### src/pbc_pkg.sv
package pbc_pkg;

  // ---------------------------------------------------------------
  // sizes
  // ---------------------------------------------------------------
  localparam int          PBC_NPINS_DEF  = 16;
  localparam int          PBC_NPINS_MAX  = 32;
  localparam logic [31:0] PBC_SHARED_DEF = 32'h0000000F;

  // ---------------------------------------------------------------
  // mode encodings {high, mid, low}
  // ---------------------------------------------------------------
  localparam logic [2:0] PBC_CFG_ANALOG  = 3'h0;
  localparam logic [2:0] PBC_CFG_TTL_IN  = 3'h1;
  localparam logic [2:0] PBC_CFG_CMOS_IN = 3'h2;
  localparam logic [2:0] PBC_CFG_PULL_IN = 3'h3;
  localparam logic [2:0] PBC_CFG_OUT_OD  = 3'h4;
  localparam logic [2:0] PBC_CFG_OUT_PP  = 3'h5;
  localparam logic [2:0] PBC_CFG_AF_OD   = 3'h6;
  localparam logic [2:0] PBC_CFG_AF_PP   = 3'h7;

  // ---------------------------------------------------------------
  // reset values
  // ---------------------------------------------------------------
  localparam logic [2:0] PBC_CFG_RST    = PBC_CFG_PULL_IN;
  localparam logic       PBC_DATA_RST   = 1'h1;
  localparam logic       PBC_PIN_RST    = 1'h1;
  localparam logic       PBC_AF_IDLE    = 1'h1;
  localparam logic       PBC_ANALOG_RD  = 1'h0;
  localparam logic       PBC_DRIVE_RST     = 1'h0;
  localparam logic       PBC_PULL_UP_RST   = 1'h1;
  localparam logic       PBC_PULL_DOWN_RST = 1'h0;
  localparam logic       PBC_BUF_SEL_RST   = 1'h0;

endpackage

### src/pbc_sync.sv
`timescale 1ns/1ps
module pbc_sync #(
  parameter int WIDTH = 1
) (
  input  wire logic             clk,
  input  wire logic             rst_n,
  input  wire logic [WIDTH-1:0] async_in,
  output logic      [WIDTH-1:0] level_out
);
  import pbc_pkg::*;

  genvar i;
  generate
    for (i = 0; i < WIDTH; i++) begin : g_bit
      logic s1_reg;
      logic s2_reg;
      logic s3_reg;
      logic lvl_reg;
      // s1 feeds only s2; a new level counts once s2 and s3 agree
      always_ff @(posedge clk or negedge rst_n) begin
        if (!rst_n) begin
          s1_reg  <= PBC_PIN_RST;
          s2_reg  <= PBC_PIN_RST;
          s3_reg  <= PBC_PIN_RST;
          lvl_reg <= PBC_PIN_RST;
        end else begin
          s1_reg <= async_in[i];
          s2_reg <= s1_reg;
          s3_reg <= s2_reg;
          if (s2_reg == s3_reg) begin
            lvl_reg <= s3_reg;
          end
        end
      end
      assign level_out[i] = lvl_reg;
    end
  endgenerate

endmodule // pbc_sync

### src/pbc_port.sv
`timescale 1ns/1ps
// Notes on behaviour
// - three bits pick mode; analog reads zero
// - mode 011: pull from data bit
// - 101 push-pull reads latch; 100 open-drain
// - 110 alternate open-drain, reads pin
// - 111 alternate push-pull, reads pin
// - shared pins default to uart/i2c function
// - spi takes shared pins only when enabled
module pbc_port #(
  parameter int          NPINS       = pbc_pkg::PBC_NPINS_DEF,
  parameter logic [31:0] SHARED_MASK = pbc_pkg::PBC_SHARED_DEF
) (
  input  wire logic             CORE_CLK,
  input  wire logic             RST_N,
  input  wire logic             DATA_WR,
  input  wire logic [NPINS-1:0] DATA_WDATA,
  input  wire logic             CFG_WR,
  input  wire logic [NPINS-1:0] CFG_HIGH_WDATA,
  input  wire logic [NPINS-1:0] CFG_MID_WDATA,
  input  wire logic [NPINS-1:0] CFG_LOW_WDATA,
  input  wire logic             SPI_EN,
  input  wire logic [NPINS-1:0] PIN_IN,
  input  wire logic [NPINS-1:0] PRI_AF_OUT,
  input  wire logic [NPINS-1:0] SPI_AF_OUT,
  output logic      [NPINS-1:0] PIN_OUT,
  output logic      [NPINS-1:0] PIN_OE,
  output logic      [NPINS-1:0] PULL_UP_EN,
  output logic      [NPINS-1:0] PULL_DOWN_EN,
  output logic      [NPINS-1:0] ANALOG_EN,
  output logic      [NPINS-1:0] TTL_SEL,
  output logic      [NPINS-1:0] PRI_AF_IN,
  output logic      [NPINS-1:0] SPI_AF_IN,
  output logic      [NPINS-1:0] DATA_RDATA,
  output logic      [NPINS-1:0] CFG_HIGH_RDATA,
  output logic      [NPINS-1:0] CFG_MID_RDATA,
  output logic      [NPINS-1:0] CFG_LOW_RDATA
);
  import pbc_pkg::*;

  // ---------------------------------------------------------------
  // elaboration checks
  // ---------------------------------------------------------------
  generate
    if (NPINS < 1 || NPINS > PBC_NPINS_MAX) begin : g_bad_npins
      $error("pbc_port: NPINS must be 1 to 32");
    end
  endgenerate

  // ---------------------------------------------------------------
  // pin level synchroniser
  // ---------------------------------------------------------------
  logic [NPINS-1:0] pin_lvl;

  pbc_sync #(
    .WIDTH (NPINS)
  ) u_sync (
    .clk       (CORE_CLK),
    .rst_n     (RST_N),
    .async_in  (PIN_IN),
    .level_out (pin_lvl)
  );

  // ---------------------------------------------------------------
  // per-pin configuration
  // ---------------------------------------------------------------
  genvar i;
  generate
    for (i = 0; i < NPINS; i++) begin : g_pin
      logic       port_data_reg;
      logic       port_cfg_high_reg;
      logic       port_cfg_mid_reg;
      logic       port_cfg_low_reg;
      logic [2:0] cfg;
      logic       data_locked;
      logic       spi_route;
      logic       af_out;
      logic       out_next;
      logic       oe_next;
      logic       pu_next;
      logic       pd_next;
      logic       rd_next;
      logic       out_reg;
      logic       oe_reg;
      logic       pu_reg;
      logic       pd_reg;
      logic       an_reg;
      logic       ttl_reg;
      logic       rd_reg;
      logic       pri_in_reg;
      logic       spi_in_reg;

      assign cfg = {port_cfg_high_reg, port_cfg_mid_reg, port_cfg_low_reg};

      // data writes are dropped in analog and in both alternate-function modes
      assign data_locked = (cfg == PBC_CFG_ANALOG) ||
                           (cfg == PBC_CFG_AF_OD)  ||
                           (cfg == PBC_CFG_AF_PP);

      always_ff @(posedge CORE_CLK or negedge RST_N) begin
        if (!RST_N) begin
          port_cfg_high_reg <= PBC_CFG_RST[2];
          port_cfg_mid_reg  <= PBC_CFG_RST[1];
          port_cfg_low_reg  <= PBC_CFG_RST[0];
        end else if (CFG_WR) begin
          port_cfg_high_reg <= CFG_HIGH_WDATA[i];
          port_cfg_mid_reg  <= CFG_MID_WDATA[i];
          port_cfg_low_reg  <= CFG_LOW_WDATA[i];
        end
      end

      // lock is judged on the mode in force before a same-cycle cfg write
      always_ff @(posedge CORE_CLK or negedge RST_N) begin
        if (!RST_N) begin
          port_data_reg <= PBC_DATA_RST;
        end else if (DATA_WR && !data_locked) begin
          port_data_reg <= DATA_WDATA[i];
        end
      end

      // only shared pins can be stolen by spi, and only with the enable set
      assign spi_route = SHARED_MASK[i] && SPI_EN;
      assign af_out    = spi_route ? SPI_AF_OUT[i] : PRI_AF_OUT[i];

      // ---------------------------------------------------------------
      // mode decode
      // ---------------------------------------------------------------
      always_comb begin
        out_next = 1'h0;
        oe_next  = 1'h0;
        pu_next  = 1'h0;
        pd_next  = 1'h0;
        rd_next  = pin_lvl[i];
        unique case (cfg)
          PBC_CFG_ANALOG: begin
            rd_next = PBC_ANALOG_RD;
          end
          PBC_CFG_TTL_IN, PBC_CFG_CMOS_IN: begin
            rd_next = pin_lvl[i];
          end
          PBC_CFG_PULL_IN: begin
            pu_next = port_data_reg;
            pd_next = !port_data_reg;
          end
          PBC_CFG_OUT_OD: begin
            // open-drain only ever pulls low; a 1 releases the pin
            oe_next = !port_data_reg;
          end
          PBC_CFG_OUT_PP: begin
            out_next = port_data_reg;
            oe_next  = 1'h1;
            rd_next  = port_data_reg;
          end
          PBC_CFG_AF_OD: begin
            oe_next = !af_out;
          end
          PBC_CFG_AF_PP: begin
            out_next = af_out;
            oe_next  = 1'h1;
          end
        endcase
      end

      // ---------------------------------------------------------------
      // registered pad controls and read view
      // ---------------------------------------------------------------
      // pad controls are flops so a decode glitch never reaches a pin
      always_ff @(posedge CORE_CLK or negedge RST_N) begin
        if (!RST_N) begin
          out_reg <= PBC_DRIVE_RST;
          oe_reg  <= PBC_DRIVE_RST;
        end else begin
          out_reg <= out_next;
          oe_reg  <= oe_next;
        end
      end

      always_ff @(posedge CORE_CLK or negedge RST_N) begin
        if (!RST_N) begin
          pu_reg <= PBC_PULL_UP_RST;
          pd_reg <= PBC_PULL_DOWN_RST;
        end else begin
          pu_reg <= pu_next;
          pd_reg <= pd_next;
        end
      end

      always_ff @(posedge CORE_CLK or negedge RST_N) begin
        if (!RST_N) begin
          an_reg  <= PBC_BUF_SEL_RST;
          ttl_reg <= PBC_BUF_SEL_RST;
        end else begin
          an_reg  <= (cfg == PBC_CFG_ANALOG);
          ttl_reg <= (cfg == PBC_CFG_TTL_IN);
        end
      end

      // read view lags the mode by one edge, like the pad controls
      always_ff @(posedge CORE_CLK or negedge RST_N) begin
        if (!RST_N) begin
          rd_reg <= PBC_PIN_RST;
        end else begin
          rd_reg <= rd_next;
        end
      end

      // the pin level reaches only the selected peripheral; the other sees idle
      always_ff @(posedge CORE_CLK or negedge RST_N) begin
        if (!RST_N) begin
          pri_in_reg <= PBC_AF_IDLE;
          spi_in_reg <= PBC_AF_IDLE;
        end else begin
          pri_in_reg <= (cfg[2] && cfg[1] && !spi_route) ? pin_lvl[i] : PBC_AF_IDLE;
          spi_in_reg <= (cfg[2] && cfg[1] && spi_route) ? pin_lvl[i] : PBC_AF_IDLE;
        end
      end

      assign PIN_OUT[i]        = out_reg;
      assign PIN_OE[i]         = oe_reg;
      assign PULL_UP_EN[i]     = pu_reg;
      assign PULL_DOWN_EN[i]   = pd_reg;
      assign ANALOG_EN[i]      = an_reg;
      assign TTL_SEL[i]        = ttl_reg;
      assign DATA_RDATA[i]     = rd_reg;
      assign PRI_AF_IN[i]      = pri_in_reg;
      assign SPI_AF_IN[i]      = spi_in_reg;
      assign CFG_HIGH_RDATA[i] = port_cfg_high_reg;
      assign CFG_MID_RDATA[i]  = port_cfg_mid_reg;
      assign CFG_LOW_RDATA[i]  = port_cfg_low_reg;
    end
  endgenerate

endmodule // pbc_port

### config.mk
export PLATFORM = sky130hd
export DESIGN_NAME = pbc_port
export DESIGN_NICKNAME = d
export VERILOG_FILES = /design/src/pbc_pkg.sv /design/src/pbc_sync.sv /design/src/pbc_port.sv
export SDC_FILE = /design/constraint.sdc
export NUM_CORES = 1
export LEC_CHECK = 0
export ABC_AREA = 1
export BUFFER_PORTS_ARGS = -buffer_cell sky130_fd_sc_hd__buf_2
export CAP_MARGIN = 20
export CORE_ASPECT_RATIO = 1.4
export CORE_MARGIN = 4
export CORE_UTILIZATION = 30
export CTS_CLUSTER_DIAMETER = 200
export DETAILED_ROUTE_END_ITERATION = 8
export MAX_ROUTING_LAYER = met4
export PLACE_DENSITY_LB_ADDON = 0.15
export SETUP_SLACK_MARGIN = 0.4
export SYNTH_ARGS = -nofsm -noshare
export SYNTH_HDL_FRONTEND = slang
export SYNTH_SLANG_ARGS = --single-unit
### constraint.sdc
create_clock -name CORE_CLK -period 1.5 [get_ports CORE_CLK]
set_clock_uncertainty 0.05 [all_clocks]
set_input_delay 0.15 -clock CORE_CLK [delete_from_list [all_inputs] [get_ports CORE_CLK]]
set_output_delay 0.15 -clock CORE_CLK [all_outputs]
set_load 0.01 [all_outputs]
* After elaboration in Yosys (flattened, before gate mapping)
Cells that the tools add are included.
Cells by class: equal/unequal tests 112, muxes and demuxes 104, reduce and logical (&&, ||, !) cells 153
Operator list (count):
- $eq 3x3->1 const B | 64
- $pmux 1 s2 | 32
- $mux 1 | 56
- $logic_not 1->1 | 49
- $eq 3x1->1 const B | 16
- $eq 3x2->1 const B | 16
- $logic_not 3->1 | 16
- $pmux 1 s3 | 16
- $logic_and 1x1->1 | 40
- $logic_or 1x1->1 | 32
- $reduce_or 2->1 | 16
- $eq 1x1->1 | 16
Word-level totals: register bits 260, output and inout port bits 192

* Depth between registers and ports, before layout
depth after elaboration 5, gate-level depth with buffers 6, depth with buffers taken out 5

* By module
From an unflattened synthesis, not the netlist that was laid out.
Unflattened totals: cells, all modules 1148, area total of the unflattened synthesis 11214.5 µm²
Modules (own cells, without submodules):
- pbc_port | times used 1, cells each 1004, area each 9152.5 µm², seq. area each 5029.8 µm²
- pbc_sync | times used 1, cells each 144, area each 2062.0 µm², seq. area each 1681.6 µm²

* Worst setup path before layout
OpenSTA, ideal clock, no wires.
kind reg2reg, from register g_pin[14].port_cfg_mid_reg, to register g_pin[14].port_data_reg, arrival time 0.951 ns, data required time 1.374 ns, setup slack 0.423 ns, stages on the path, launching flop included 7, path buffers 1, period minus slack after synthesis 1.077 ns, path through dfstp_2 -> buf_2 -> nor2_1 -> nand2_1 -> nand2_1 -> nand2_1 -> nand2_1
Between the ends: longest elaborated chain between the ends 5, elaborated cells on any way between the ends 7, classes of those cells eq/ne (2); reduce/logical (5)
RTL lines:
- from (decl) | RTL line pbc_port.sv:72 | logic port_cfg_mid_reg;
- from (signal assigned) | RTL line pbc_port.sv:103 | port_cfg_mid_reg <= PBC_CFG_RST[1];
- from (signal assigned) | RTL line pbc_port.sv:107 | port_cfg_mid_reg <= CFG_MID_WDATA[i];
- $eq 3x3->1 or $logic_not 3->1 (tied branches) | RTL line pbc_port.sv:97, pbc_port.sv:96
- $logic_or 1x1->1 | RTL line pbc_port.sv:96 | assign data_locked = (cfg == PBC_CFG_ANALOG) ||
- $logic_or 1x1->1 (*) | RTL line pbc_port.sv:97 | (cfg == PBC_CFG_AF_OD) ||
- $logic_not 1->1 (*) | RTL line pbc_port.sv:116 | end else if (DATA_WR && !data_locked) begin
- $logic_and 1x1->1 (*) | RTL line pbc_port.sv:116
- to (signal assigned) | RTL line pbc_port.sv:117 | port_data_reg <= DATA_WDATA[i];
- to (decl) | RTL line pbc_port.sv:70 | logic port_data_reg;
Mark *: on every way between the ends. The rest lies on a longest branch, timed or not. A chain may end at the register's enable or synchronous reset.

* Worst setup path in the final report
from register g_pin[2].port_cfg_low_reg, to output CFG_LOW_RDATA[2]
RTL lines:
- from (decl) | RTL line pbc_port.sv:73 | logic port_cfg_low_reg;
- from (signal assigned) | RTL line pbc_port.sv:104 | port_cfg_low_reg <= PBC_CFG_RST[0];
- from (signal assigned) | RTL line pbc_port.sv:108 | port_cfg_low_reg <= CFG_LOW_WDATA[i];
- to (decl) | RTL line pbc_port.sv:37 | output logic [NPINS-1:0] CFG_LOW_RDATA
No word-level cell between the ends.

==> results.toml <==
[power_and_ir_drop]
powerDensity_nw_per_um2 = 1174
leakagePower_nw = 7.708
vdd_drop_max_v = 0.0008696

[floorplan]
dieHeight_microns = 234.8
io_pins = 309
core_area_sq_um = 36010
start_util_pct = 30.60
core.rowCount = 82
die-area_sq_um = 39900
die_x_microns = 170.0

[routing]
routed_wl_microns = 28700
first_pass_iters = 5
dr_wl_met2_microns = 15100
wl_met3_microns = 2004
top_layer = "met4"
met1_length_microns = 10820
vias_per_cell = 4.251
via_count = 8085
dr.first_iter.drc_count = 258
wl_per_cell_microns = 15.09
drcViolationCount = 0
ant_nets = 0

[final_layout]
area_growth_pct = 43.41
nets = 1535
drive_gt1_share_pct = 50.87

[place]
io_buffers = 284
routabilityCongestion = 0.7848
dpl.hpwl_microns = 19410

[setup_path]
crit_slowest_cell = "dfstp_2"
crit_path_end_kind = "output pin"
cp.required_ns = 1.30
arrival_ns = 1.22
critPathBufInv = 1
cp-start-kind = "register"
critical_path_class = "register to output pin"
cp_cell_sequence = "buf_6"
cp_max_fo = 2
critPathMaxStageDelay_ns = 0.57
path_delay_family = "flip-flops"

[global_routing]
grt_util_all_layers_pct = 14.30
gr-total-overflow = 0
grt_pass1_wl_microns = 45040
grt_max_degree = 51
grt_pass1_vias = 8585
antenna_found_initial = 1

[yosys]
synth_edf_count = 0
synth_cell_types = 20
yosysWarningCount = 0
ys_top_cells_by_count = "nand2_1 (212), buf_4 (194), dfstp_2 (164)"
synthTopCellsByArea = "dfstp_2 (39%), dfrtp_1 (22%), buf_4 (13%), nand2_1 (7.2%), nand3_1 (4.3%)"
avgSynthCellArea_sq_um = 10.09
async_flop_share_pct = 100.0
ys_seq_elements = 260
yosysTopAreaCell = "dfstp_2"
synthCells = 1092
synthesis.area_sq_um = 11020
synth_ff_type = "dfstp_2"
synth_top_area_share_pct = 39.11
ys_seq_area_share_pct = 60.91
synth.most_common_cell = "nand2_1"

[job]
drv_cap = 0

[clock_network]
clk_pin_slew_ns = 0.06
numClockSinks = 260
cts_tree = "yes"
clock_latency_ns = 0.54
cts-buffers-inserted = 28
cts_max_level = 1
root_buffer = "clkbuf_16"
cts_max_path_buffers = 3

[min_path]
hold_class = "input port to register"

[timing]
final-setup-viol-count = 0
finalHoldViolations = 0
slew_viol_final = 0
rsz0062_at_grt = "true"
period_needed_ns = 1.417
fin_crit_sh_pct = 94.47
holdWs_ns = 0.03438
setup_tns_ns = 0
max_freq_mhz = 705.7

[status]
outcome = "completed"
==> area by class of cell <==
class | instances | area, sq um
Tap cell | 462 | 578.1
Timing Repair Buffer | 494 | 4268
Clock inverter | 8 | 100.1
Clock buffer | 43 | 818.3
Multi-Input combinational cell | 511 | 2804
Sequential cell | 260 | 6731
Inverter | 123 | 499.2
Antenna cell | 1 | 2.502
Fill cell | 3379 | 20210
==> through the flow <==
stage | power [mW] | util (%) | setup slack [ns] | std cells | instance area (sq um)
after floorplan | 9.961 | - | 0.4230 | 1103 | 11060
after global placement | 10.50 | 32.46 | 0.3734 | 1655 | 11690
after detailed placement | 10.51 | 32.46 | 0.3769 | 1655 | 11690
after CTS | 18.44 | 41.36 | 0.04742 | 1870 | 14900
after global routing | 19.61 | 43.88 | 0.03447 | 1902 | 15800
final | 18.56 | 43.88 | 0.08290 | 1902 | 15800
==> kinds of logic (layout without fill, tap and decap cells) <==
kind of cell / Yosys count / count (layout) / share of synthesized area, %
AOI/OAI and AO/OA: 80 / 80 / 3.634
adders and majority gates: 16 / 16 / 1.454
buffers and inverters: 332 / 668 / 18.33
DFF: 260 / 260 / 60.91
other: 1 / 13 / 0.03404
and+or+nand+nor: 403 / 403 / 15.64
==> routing by layer <==
metal,global-route usage [%],vias up
met5,-,-
met4,4.213,0
met3,3.313,50
met2,25.42,232
met1,15.86,3908
li1,-,3895
==> placed cells by master, fill, tap and decap left out, drive strengths merged, types with 4 or more instances in the layout <==
master       count
dfstp          164
maj3            16
dfrtp           96
buf            383
nor2            52
clkbuf          43
o21ai           64
or2             11
nor3            16
nand3           95
nand4           16
a21oi           16
dlygate4sd3    111
clkinv           4
inv            124
nand2          212
conb            12
==> power by group <==
| group | switching, mW | total, mW | internal (mW) |
|---|---|---|---|
| combinational | 1.69 | 3.35 | 1.66 |
| sequential | 0.400 | 8.31 | 7.91 |
| clock | 2.80 | 6.89 | 4.10 |
| total | 4.89 | 18.6 | 13.7 |
==> path summary, 6_finish.rpt <==
path	end	cells after the start	slack, ns	from
hold reg to reg	u_sync.g_bit[6].s2_reg$_DFF_PN1_	0	0.30	u_sync.g_bit[6].s1_reg$_DFF_PN1_
hold / removal	g_pin[10].port_cfg_mid_reg$_DFFE_PN1P_	4	0.03	CFG_WR
min in group asynchronous	g_pin[0].out_reg$_DFF_PN0_	2	0.05	RST_N
setup / recovery	CFG_LOW_RDATA[2]	1	0.08	g_pin[2].port_cfg_low_reg$_DFFE_PN1P_
max in group asynchronous	g_pin[14].port_data_reg$_DFFE_PN1P_	3	0.70	RST_N
setup reg to reg	g_pin[15].ttl_reg$_DFF_PN0_	6	0.20	g_pin[15].port_cfg_mid_reg$_DFFE_PN1P_
==> what timing repair did <==
| action | CTS | global route |
|---|---|---|
| pin swaps | 2 | 37 |
| setup endpoints to repair | 192 | 304 |
| resized for setup | 178 | 219 |
| cloned | 0 | 0 |
| buffers inserted | 52 | 32 |
| endpoints found under the hold margin | 251 | 2 |
| hold buffers | 112 | 1 |
Note: power is estimated with default switching activity, not from simulation.
